### src/mcc_pkg.sv
// Constants, register map and field layout of the main clock controller.
// Assumes one 200 MHz clock and a plain register port with 8-bit data.
//
// Contract
// - Main source control bit 7 routes the system clock to its output pin.
// - In sleep the clock output stays quiet unless a peripheral uses the clock.
// - Source select: 0 fast osc, 1 slow osc, 3 external input, 2 reserved.
// - Ratio codes 0-5 divide by 2..64, codes 8-C by 6,10,12,24,48.
// - With prescaling off the peripheral clock equals the main clock.
// - The ratio field may be rewritten at run time without reset.
// - The freeze bit blocks writes to both main controls and itself, and to trim only while the fast osc is the active source.
// - At reset the freeze bit loads from the trim freeze fuse.
// - External status reads one once the external clock has started.
// - Stability bits read one only when stable and actually requested.
// - Switching bit is high until the new source is stable, then clears.
// - Keep-running bit holds its oscillator on in every mode.
// - A kept-running oscillator gives no output until requested.
// - Clock gate opens four oscillator cycles after request; no analog delay.
// - Six-bit fast trim field loads factory values chosen by the fuse.
// - Fuse freeze bit, read only, blocks both fast trim registers.
// - Four-bit temperature slope field loads factory values chosen by fuse.
// - Guarded writes need the key written first, within four instructions.
// - Unkeyed writes to guarded registers are taken but change nothing.
package mcc_pkg;
  localparam logic [7:0] OFF_SRC    = 8'h00;
  localparam logic [7:0] OFF_PRE    = 8'h01;
  localparam logic [7:0] OFF_FRZ    = 8'h02;
  localparam logic [7:0] OFF_STATE  = 8'h03;
  localparam logic [7:0] OFF_FCTRL  = 8'h10;
  localparam logic [7:0] OFF_FTRIM  = 8'h11;
  localparam logic [7:0] OFF_FTEMP  = 8'h12;
  localparam logic [7:0] OFF_SCTRL  = 8'h18;
  localparam logic [7:0] RST_SRC    = 8'h00;
  localparam logic [7:0] RST_PRE    = 8'h11;
  localparam int         BIT_SYSTEM_CLOCK_OUTPUT = 7;
  localparam int         BIT_EXT_SOURCE_STARTED   = 7;
  localparam int         BIT_SLOWS  = 5;
  localparam int         BIT_FASTS  = 4;
  localparam int         BIT_KEEP   = 1;
  localparam logic [1:0] SRC_FAST   = 2'h0;
  localparam logic [1:0] SRC_SLOW   = 2'h1;
  localparam logic [1:0] SRC_EXT    = 2'h3;
  localparam logic [2:0] GUARD_WIN  = 3'h4;
  localparam logic [2:0] GATE_CYC   = 3'h4;
  localparam logic [1:0] EXT_CYC    = 2'h2;
  typedef enum logic [1:0] {MCC_IDLE, MCC_WAIT} mcc_sw_t;
endpackage : mcc_pkg

### src/mcc_main_clock_controller.sv
// Main clock controller register block and clock-select logic.
// Oscillator clocks arrive as levels sampled on mclk; all are slow against it.
//
// Our own choice: strobed register access.
`timescale 1ns/10ps
`default_nettype none
module mcc_main_clock_controller
  import mcc_pkg::*;
(
  // Clock and reset.
  input  wire logic       mclk,
  input  wire logic       resetn,
  // Register port.
  input  wire logic [7:0] regAddr,
  input  wire logic [7:0] regWdata,
  input  wire logic       regWrite,
  input  wire logic       regRead,
  output logic      [7:0] regRdata,
  // Change guard: one-cycle pulse when the key reaches the guard register.
  input  wire logic       ioRegisterKey,
  input  wire logic       instrDone,
  // Fuses.
  input  wire logic       fuseTrimFreeze,
  input  wire logic [5:0] fuseTrim,
  input  wire logic [3:0] fuseTempSlope,
  // System state.
  input  wire logic       sleeping,
  input  wire logic       standby,
  input  wire logic       perUsesClock,
  input  wire logic       fastReq,
  input  wire logic       slowReq,
  input  wire logic       extReq,
  input  wire logic       fastRaw,
  input  wire logic       slowRaw,
  input  wire logic       extRaw,
  // Clock outputs.
  output logic            mainClock,
  output logic            peripheralClock,
  output logic            systemClockOutput,
  output logic            fastRun,
  output logic            slowRun,
  output logic [1:0]      activeSource,
  output logic [5:0]      fastTrimOut,
  output logic [3:0]      fastTempOut
);
  ////////////////////////////////////////////////////////////////////////////
  logic [7:0] srcReg;
  logic [4:0] preReg;
  logic       freezeReg;
  logic       fuseFreezeReg;
  logic       fastKeepReg;
  logic       slowKeepReg;
  logic [5:0] trimReg;
  logic [3:0] tempReg;
  logic       loadedReg;
  logic [2:0] keyCntReg;
  logic [2:0] fastSync;
  logic [2:0] slowSync;
  logic [2:0] extSync;
  logic [2:0] fastGateCnt;
  logic [2:0] slowGateCnt;
  logic [1:0] extCnt;
  logic       extStartedReg;
  logic [1:0] activeReg;
  mcc_sw_t    swReg;
  logic [6:0] divCntReg;
  logic       perReg;
  logic [7:0] rdataReg;
  logic       keyOk;
  logic       wr;
  logic       fastOpen;
  logic       slowOpen;
  logic       fastUse;
  logic       slowUse;
  logic       sysClk;

  // Main clock edges, rising and falling both counted, per peripheral half period.
  // Reserved codes fall back to one edge, which passes the main clock undivided.
  function automatic logic [6:0] ratio_edges(input logic [3:0] code);
    case (code)
      4'h0: ratio_edges = 7'h02;
      4'h1: ratio_edges = 7'h04;
      4'h2: ratio_edges = 7'h08;
      4'h3: ratio_edges = 7'h10;
      4'h4: ratio_edges = 7'h20;
      4'h5: ratio_edges = 7'h40;
      4'h8: ratio_edges = 7'h06;
      4'h9: ratio_edges = 7'h0A;
      4'hA: ratio_edges = 7'h0C;
      4'hB: ratio_edges = 7'h18;
      4'hC: ratio_edges = 7'h30;
      default: ratio_edges = 7'h01;
    endcase
  endfunction : ratio_edges

  ////////////////////////////////////////////////////////////////////////////
  // Change guard window, counted in completed instructions.
  // A write closes the window unless a key pulse lands in the same cycle, so one key unlocks at most one register write.
  always_ff @(posedge mclk or negedge resetn) begin
    if (!resetn) begin
      keyCntReg <= 3'h0;
    end else if (ioRegisterKey) begin
      keyCntReg <= GUARD_WIN;
    end else if (regWrite || (instrDone && keyCntReg != 3'h0)) begin
      keyCntReg <= regWrite ? 3'h0 : keyCntReg - 3'h1;
    end
  end
  assign keyOk = keyCntReg != 3'h0;
  assign wr    = regWrite && keyOk;

  // Fuse values are caught on the first clock after reset release.
  always_ff @(posedge mclk or negedge resetn) begin
    if (!resetn) begin
      loadedReg <= 1'b0;
    end else begin
      loadedReg <= 1'b1;
    end
  end

  always_ff @(posedge mclk or negedge resetn) begin
    if (!resetn) begin
      fuseFreezeReg <= 1'b0;
      freezeReg     <= 1'b0;
    end else if (!loadedReg) begin
      fuseFreezeReg <= fuseTrimFreeze;
      freezeReg     <= fuseTrimFreeze;
    end else if (wr && regAddr == OFF_FRZ && !freezeReg) begin
      freezeReg <= regWdata[0];
    end
  end

  always_ff @(posedge mclk or negedge resetn) begin
    if (!resetn) begin
      srcReg <= RST_SRC;
      preReg <= RST_PRE[4:0];
    end else if (wr && !freezeReg) begin
      if (regAddr == OFF_SRC) begin
        srcReg <= regWdata & 8'h83;
      end
      if (regAddr == OFF_PRE) begin
        preReg <= regWdata[4:0];
      end
    end
  end

  always_ff @(posedge mclk or negedge resetn) begin
    if (!resetn) begin
      trimReg <= 6'h00;
      tempReg <= 4'h0;
    end else if (!loadedReg) begin
      trimReg <= fuseTrim;
      tempReg <= fuseTempSlope;
    end else if (wr && !fuseFreezeReg && !(freezeReg && activeReg == SRC_FAST)) begin
      if (regAddr == OFF_FTRIM) begin
        trimReg <= regWdata[5:0];
      end
      if (regAddr == OFF_FTEMP) begin
        tempReg <= regWdata[3:0];
      end
    end
  end

  always_ff @(posedge mclk or negedge resetn) begin
    if (!resetn) begin
      fastKeepReg <= 1'b0;
      slowKeepReg <= 1'b0;
    end else if (wr) begin
      if (regAddr == OFF_FCTRL) begin
        fastKeepReg <= regWdata[BIT_KEEP];
      end
      if (regAddr == OFF_SCTRL) begin
        slowKeepReg <= regWdata[BIT_KEEP];
      end
    end
  end

  ////////////////////////////////////////////////////////////////////////////
  // Oscillator run and gate control. Sampling costs accuracy of the
  // divided clocks but keeps everything in one domain.
  assign fastUse = fastReq || srcReg[1:0] == SRC_FAST || activeReg == SRC_FAST;
  assign slowUse = slowReq || srcReg[1:0] == SRC_SLOW || activeReg == SRC_SLOW;
  assign fastRun = fastUse || fastKeepReg;
  assign slowRun = slowUse || slowKeepReg;

  always_ff @(posedge mclk or negedge resetn) begin
    if (!resetn) begin
      fastSync <= 3'h0;
      slowSync <= 3'h0;
      extSync  <= 3'h0;
    end else begin
      fastSync <= {fastSync[1:0], fastRaw};
      slowSync <= {slowSync[1:0], slowRaw};
      extSync  <= {extSync[1:0], extRaw};
    end
  end

  // Gate counters count sampled oscillator edges while the clock is wanted.
  // A kept-running oscillator still counts from zero when asked for, trading wake-up for a clean gate.
  always_ff @(posedge mclk or negedge resetn) begin
    if (!resetn) begin
      fastGateCnt <= 3'h0;
      slowGateCnt <= 3'h0;
    end else begin
      if (!fastUse) begin
        fastGateCnt <= 3'h0;
      end else if (fastSync[2] && !fastSync[1] && !fastOpen) begin
        fastGateCnt <= fastGateCnt + 3'h1;
      end
      if (!slowUse) begin
        slowGateCnt <= 3'h0;
      end else if (slowSync[2] && !slowSync[1] && !slowOpen) begin
        slowGateCnt <= slowGateCnt + 3'h1;
      end
    end
  end
  assign fastOpen = fastGateCnt == GATE_CYC;
  assign slowOpen = slowGateCnt == GATE_CYC;

  // The external input needs two sampled edges before it counts as started.
  always_ff @(posedge mclk or negedge resetn) begin
    if (!resetn) begin
      extCnt        <= 2'h0;
      extStartedReg <= 1'b0;
    end else if (!(extReq || srcReg[1:0] == SRC_EXT || activeReg == SRC_EXT)) begin
      extCnt        <= 2'h0;
      extStartedReg <= 1'b0;
    end else if (extSync[2] && !extSync[1] && !extStartedReg) begin
      extCnt        <= extCnt + 2'h1;
      extStartedReg <= (extCnt + 2'h1) == EXT_CYC;
    end
  end

  ////////////////////////////////////////////////////////////////////////////
  // Source switching: the old source runs until the new one is stable.
  // A reserved code leaves the current source in charge rather than stopping the clock.
  always_ff @(posedge mclk or negedge resetn) begin
    if (!resetn) begin
      activeReg <= SRC_FAST;
      swReg     <= MCC_IDLE;
    end else begin
      case (swReg)
        MCC_IDLE: begin
          if (srcReg[1:0] != activeReg && srcReg[1:0] != 2'h2) begin
            swReg <= MCC_WAIT;
          end
        end
        MCC_WAIT: begin
          if ((srcReg[1:0] == SRC_FAST && fastOpen) || (srcReg[1:0] == SRC_SLOW && slowOpen)
              || (srcReg[1:0] == SRC_EXT && extStartedReg)) begin
            activeReg <= srcReg[1:0];
            swReg     <= MCC_IDLE;
          end else if (srcReg[1:0] == activeReg || srcReg[1:0] == 2'h2) begin
            swReg <= MCC_IDLE;
          end
        end
        default: swReg <= MCC_IDLE;
      endcase
    end
  end

  always_comb begin
    case (activeReg)
      SRC_SLOW: sysClk = slowSync[2];
      SRC_EXT:  sysClk = extSync[2];
      default:  sysClk = fastSync[2];
    endcase
  end

  // Prescaler: the output toggles after a ratio's worth of main clock edges. A ratio
  // change applies to the count already running, so one odd half period may follow it.
  always_ff @(posedge mclk or negedge resetn) begin
    if (!resetn) begin
      divCntReg <= 7'h00;
      perReg    <= 1'b0;
    end else if (sysClk != mainClock) begin
      if (divCntReg + 7'h01 >= ratio_edges(preReg[4:1])) begin
        divCntReg <= 7'h00;
        perReg    <= ~perReg;
      end else begin
        divCntReg <= divCntReg + 7'h01;
      end
    end
  end

  always_ff @(posedge mclk or negedge resetn) begin
    if (!resetn) begin
      mainClock         <= 1'b0;
      systemClockOutput <= 1'b0;
    end else begin
      mainClock         <= sysClk;
      // Standby counts as sleep for the pin; a peripheral still on the clock keeps it.
      systemClockOutput <= srcReg[BIT_SYSTEM_CLOCK_OUTPUT] && (!(sleeping || standby) || perUsesClock)
                           && sysClk;
    end
  end
  assign peripheralClock = preReg[0] ? perReg : mainClock;
  assign activeSource    = activeReg;
  assign fastTrimOut     = trimReg;
  assign fastTempOut     = tempReg;

  ////////////////////////////////////////////////////////////////////////////
  // Status is sampled at the read strobe, so a switch may end a cycle before it shows.
  always_ff @(posedge mclk or negedge resetn) begin
    if (!resetn) begin
      rdataReg <= 8'h00;
    end else if (regRead) begin
      case (regAddr)
        OFF_SRC:   rdataReg <= srcReg;
        OFF_PRE:   rdataReg <= {3'h0, preReg};
        OFF_FRZ:   rdataReg <= {7'h00, freezeReg};
        OFF_STATE: rdataReg <= {extStartedReg, 1'b0, slowOpen && slowUse, fastOpen && fastUse,
                                3'h0, swReg == MCC_WAIT};
        OFF_FCTRL: rdataReg <= {6'h00, fastKeepReg, 1'b0};
        OFF_FTRIM: rdataReg <= {2'h0, trimReg};
        OFF_FTEMP: rdataReg <= {fuseFreezeReg, 3'h0, tempReg};
        OFF_SCTRL: rdataReg <= {6'h00, slowKeepReg, 1'b0};
        default:   rdataReg <= 8'h00;
      endcase
    end else begin
      rdataReg <= 8'h00;
    end
  end
  assign regRdata = rdataReg;

  ////////////////////////////////////////////////////////////////////////////
  // Checks on the guard, the freeze, the gates and the status read back.
  a_unkeyed_write: assert property (@(posedge mclk) disable iff (!resetn)
    regWrite && !keyOk && loadedReg |=> $stable(srcReg) && $stable(preReg))
    else $error("Unkeyed write changed a control.");
  a_freeze_holds: assert property (@(posedge mclk) disable iff (!resetn)
    freezeReg && loadedReg |=> freezeReg && $stable(srcReg))
    else $error("Frozen setting changed.");
  a_fuse_lock: assert property (@(posedge mclk) disable iff (!resetn)
    fuseFreezeReg && loadedReg |=> $stable(trimReg) && $stable(tempReg))
    else $error("Fuse frozen trim changed.");
  a_nodiv_pass: assert property (@(posedge mclk) disable iff (!resetn)
    !preReg[0] |-> peripheralClock == mainClock)
    else $error("Undivided clock mismatch.");
  a_out_sleep: assert property (@(posedge mclk) disable iff (!resetn)
    sleeping && !perUsesClock |=> !systemClockOutput)
    else $error("Clock out during sleep.");
  a_gate_idle: assert property (@(posedge mclk) disable iff (!resetn)
    !fastUse |=> fastGateCnt == 3'h0)
    else $error("Unused gate not closed.");
  a_switch_end: assert property (@(posedge mclk) disable iff (!resetn)
    swReg == MCC_WAIT && srcReg[1:0] == SRC_SLOW && slowOpen |=> activeReg == SRC_SLOW && swReg == MCC_IDLE)
    else $error("Switch did not finish on a stable source.");
  a_keep_run: assert property (@(posedge mclk) disable iff (!resetn)
    wr && regAddr == OFF_FCTRL |=> fastKeepReg == $past(regWdata[BIT_KEEP]))
    else $error("Keep-running bit not taken.");
  a_src_legal: assert property (@(posedge mclk) disable iff (!resetn)
    activeReg != 2'h2)
    else $error("Reserved source active.");
  a_gate_count: assert property (@(posedge mclk) disable iff (!resetn)
    fastUse && fastGateCnt == 3'h3 && fastSync[2] && !fastSync[1] |=> fastOpen)
    else $error("Fast gate missed its fourth edge.");
  a_ext_idle: assert property (@(posedge mclk) disable iff (!resetn)
    !extReq && srcReg[1:0] != SRC_EXT && activeReg != SRC_EXT |=> !extStartedReg)
    else $error("External status set without a request.");
  a_key_close: assert property (@(posedge mclk) disable iff (!resetn)
    regWrite && !ioRegisterKey |=> !keyOk)
    else $error("Guard window open after a write.");
  a_freeze_trim: assert property (@(posedge mclk) disable iff (!resetn)
    freezeReg && activeReg == SRC_FAST && loadedReg |=> $stable(trimReg) && $stable(tempReg))
    else $error("Frozen trim changed.");
  a_slow_status: assert property (@(posedge mclk) disable iff (!resetn)
    regRead && regAddr == OFF_STATE && !slowUse |=> !regRdata[BIT_SLOWS])
    else $error("Unused slow oscillator reported stable.");
  a_reserved_zero: assert property (@(posedge mclk) disable iff (!resetn)
    regRead && regAddr == 8'h05 |=> regRdata == 8'h00)
    else $error("Reserved offset read nonzero.");
  a_pre_unused: assert property (@(posedge mclk) disable iff (!resetn)
    regRead && regAddr == OFF_PRE |=> regRdata[7:5] == 3'h0)
    else $error("Unused prescale bits read nonzero.");
  c_switch: cover property (@(posedge mclk) disable iff (!resetn)
    swReg == MCC_WAIT ##1 swReg == MCC_IDLE);
  c_freeze: cover property (@(posedge mclk) disable iff (!resetn) $rose(freezeReg));
  c_system_clock_output: cover property (@(posedge mclk) disable iff (!resetn) $rose(systemClockOutput));
  c_ext_start: cover property (@(posedge mclk) disable iff (!resetn) $rose(extStartedReg));
  c_divided: cover property (@(posedge mclk) disable iff (!resetn) preReg[0] && $rose(perReg));
endmodule : mcc_main_clock_controller
`default_nettype wire

### config.mk
export PLATFORM = sky130hd
export DESIGN_NAME = mcc_main_clock_controller
export DESIGN_NICKNAME = d
export VERILOG_FILES = /design/src/mcc_pkg.sv /design/src/mcc_main_clock_controller.sv
export SDC_FILE = /design/constraint.sdc
export NUM_CORES = 1
export LEC_CHECK = 0
export ABC_AREA = 1
export BUFFER_PORTS_ARGS = -buffer_cell sky130_fd_sc_hd__buf_2
export CAP_MARGIN = 20
export CELL_PAD_IN_SITES_DETAIL_PLACEMENT = 2
export CELL_PAD_IN_SITES_GLOBAL_PLACEMENT = 2
export CORE_MARGIN = 8
export CORE_UTILIZATION = 30
export DETAILED_ROUTE_END_ITERATION = 10
export GPL_ROUTABILITY_DRIVEN = 0
export GPL_TIMING_DRIVEN = 1
export MAX_ROUTING_LAYER = met4
export PLACE_DENSITY = 0.75
export SYNTH_ARGS = -nofsm -noshare
export SYNTH_HDL_FRONTEND = slang
export SYNTH_SLANG_ARGS = --single-unit
### constraint.sdc
create_clock -name mclk -period 3.34 [get_ports mclk]
set_clock_uncertainty 0.1 [all_clocks]
set_input_delay 0.167 -clock mclk [delete_from_list [all_inputs] [get_ports mclk]]
set_output_delay 0.167 -clock mclk [all_outputs]
set_load 0.005 [all_outputs]
==> impl_metrics.env <==
export IMPL_ys_top_cells_by_count="116 x nand2_1, 62 x dfrtp_1, 60 x inv_1"
export IMPL_crit_top_cell="nand2_1"
export IMPL_clk_latency_ps=330
export IMPL_cts_tree="built"
export IMPL_track_usage_pct=16.3
export IMPL_final_cells=673
export IMPL_hold_violations=0
export IMPL_crit_family="simple AND/OR/NAND/NOR gates"
export IMPL_grt_overflow=0
export IMPL_clock_fmax_ghz=0.412
export IMPL_p_leak_uw=0.00232
export IMPL_antennaDiodeCount=0
export IMPL_dp_hpwl_um=8440
export IMPL_slew_headroom_pct=43.2
export IMPL_avgRoutedWirePerCell_um=16.3
export IMPL_final_setup_viol_count=0
export IMPL_grt_pass1_vias=3746
export IMPL_clk_pin_slew_worst_paths_ps=50
export IMPL_synth_top_cell_by_area="dfrtp_1"
export IMPL_grt_max_degree=37
export IMPL_start_util_pct=30.7
export IMPL_synth_top_cell_area_share_pct=44.2
export IMPL_slowest_stage="dfrtp_1"
export IMPL_cp_max_fo=6
export IMPL_cts_sink_count=64
export IMPL_power_density_nw_per_um2=503
export IMPL_critical_path_required_ps=3510
export IMPL_dieHeight_um=124
export IMPL_dieWidth_um=124
export IMPL_synth_area_leaders="dfrtp_1 44%, nand2_1 12%, inv_1 6.4%"
export IMPL_ant_nets=0
export IMPL_die_area_sq_um=15400
export IMPL_finalSetupTns_ps=0
export IMPL_htree_levels=3
export IMPL_drv_cap=0
export IMPL_root_buffer="clkbuf_16"
export IMPL_grt_first_pass_wirelength_um=18800
export IMPL_worst_slew_pin_slew_ps=852
export IMPL_core_sq_um=11400
export IMPL_firstDrtPassIters=4
export IMPL_synthToLayoutAreaGrowth_pct=23.3
export IMPL_critPathMaxStageDelay_ps=410
export IMPL_totalWireLength_um=11000
export IMPL_cp_end_kind="flop"
export IMPL_path_class="reg2reg"
export IMPL_io_pin_count=67
export IMPL_holdBufCountCts=8
export IMPL_drt_iter0_markers=105
export IMPL_min_path_type="in2reg"
export IMPL_post_cts_buffers=0
export IMPL_syn_area_sq_um=3510
export IMPL_cp_cell_sequence="ha_1 > nand3_1 > nor2_1 > xor2_1 > ha_1 > a21o_1 > nor2_1 > nand2_1 > nor2_4 > nand2_1 > nand2_1"
export IMPL_port_buffers=64
export IMPL_ys_async_sr_fraction_pct=100
export IMPL_status="complete, no violations"
export IMPL_period_share_pct=72.6
export IMPL_ys_types=37
export IMPL_syn_nets=502
export IMPL_ir_drop_mv=0.266
export IMPL_final_fill_count=1365
export IMPL_syn_area_per_cell_sq_um=7.89
export IMPL_dp_cells=649
export IMPL_synth_most_common_cell="nand2_1"
export IMPL_yosysWarnings=0
export IMPL_postSynthCellCount=445
export IMPL_nNetsFinal=582
export IMPL_synth_flop_cell="dfrtp_1"
export IMPL_drc_errors=0
export IMPL_synth_edf_count=0
export IMPL_row_count=39
export IMPL_num_vias=3242
export IMPL_startpoint_type="flop"
export IMPL_clk_path_buf_depth=2
export IMPL_antenna_found_initial=0
export IMPL_cts_resized=0
export IMPL_drv_slew=0
export IMPL_ys_seq_area_share_pct=45.7
export IMPL_grt_setup_unrepaired="no"
export IMPL_cts_buffers=9
export IMPL_arrival_ps=2590
export IMPL_viasPerCell=4.82
export IMPL_min_period_ps=2430
export IMPL_path_buf_inv=0
export IMPL_ys_ff_latch=64
export IMPL_drive_gt1_share_pct=19.2
state kept, by name, summed over array words and instances (netlist names), 4 cells and up:
signal and count:
divCntReg 7, fastTempOut 4, fastTrimOut 6, preReg 5, regRdata 7
worst reg2reg max path, delay by kind of cell (launching register included):
family | cells | cell delay [ps]
xor+xnor | 1 | 220
fa+ha+maj | 2 | 500
compound gates | 1 | 190
simple gates | 7 | 950
flops | 1 | 410
routing by layer:
metal  wire, um  GRT usage [%]  vias up
met3        382           3.49       13
met5          0              -        -
met1       4860           18.7     1598
li1           -              -     1577
met4        171           5.80        0
met2       5550           27.6       54
where the power goes:
group | leakage (uW) | switching, uW | internal (uW)
logic | 0.00138 | 241 | 155
registers | 0.000809 | 69.0 | 856
clock network | 0.000130 | 338 | 520
total | 0.00232 | 648 | 1530
logic make-up after synthesis:
family / after synthesis / synth area share, %
flip-flops: 64 / 45.7
XOR/XNOR: 6 / 1.50
buffers and inverters: 66 / 7.80
other: 2 / 0.214
AO/OA/AOI/OAI: 73 / 11.8
adder cells (fa/ha/maj): 15 / 5.35
multiplexers: 2 / 0.570
AND/OR/NAND/NOR: 217 / 27.1
cells in the final DEF, fill, tap and decap left out, types with 2 or more instances in the layout:
cell             n
nor2_4           5
inv_1           60
o21ai_0         38
a21oi_1         21
buf_4            2
mux2i_1          2
xnor2_1          2
clkinv_2         2
nand2_4          2
nor3_1           2
ha_1            15
conb_1           2
dfstp_2          2
clkbuf_16        9
nand3_1         28
nand2_2          5
o21ai_2          6
nand3b_1         3
nand4_1          3
clkbuf_1         3
dfrtp_1         62
xor2_1           4
nor2_1          49
buf_2           64
nand2_1        116
dlygate4sd3_1    8
final cells by class:
| class | instances | area, sq um | share of cell area, % |
|---|---|---|---|
| Clock buffer | 13 | 250 | 5.78 |
| Clock inverter | 3 | 17.5 | 0.405 |
| Inverter | 61 | 229 | 5.29 |
| Multi-Input combinational cell | 315 | 1630 | 37.7 |
| Sequential cell | 64 | 1600 | 37.1 |
| Tap cell | 143 | 179 | 4.13 |
| Timing Repair Buffer | 74 | 415 | 9.60 |
stage by stage:
step / instance area (sq um) / hold WS [ps] / util [%] / setup slack (ps) / power [uW]
final: 4330 / 6.99 / 37.9 / 915 / 2180
after global routing: 4330 / 13.2 / 37.9 / 635 / 2330
after CTS: 4330 / 3.65 / 37.9 / 863 / 2220
after detailed placement: 3980 / 180 / 34.9 / 922 / 1340
after global placement: 3980 / 176 / 34.9 / 1050 / 1300
after floorplan: 3510 / -229 / - / 1290 / 1170
final timing paths:
check | from | endpoint | slack (ps) | cells after the start
min in group asynchronous | resetn | keyCntReg[1] | 370 | 2
hold / removal | regWdata[1] | preReg[1] | 7 | 3
setup / recovery | divCntReg[0] | divCntReg[2] | 910 | 11
max in group asynchronous | resetn | divCntReg[1] | 2000 | 3
setup reg to reg | divCntReg[0] | divCntReg[2] | 910 | 11
hold reg to reg | fastSync[0] | fastSync[1] | 250 | 0
(Power assumes the default switching activity.)
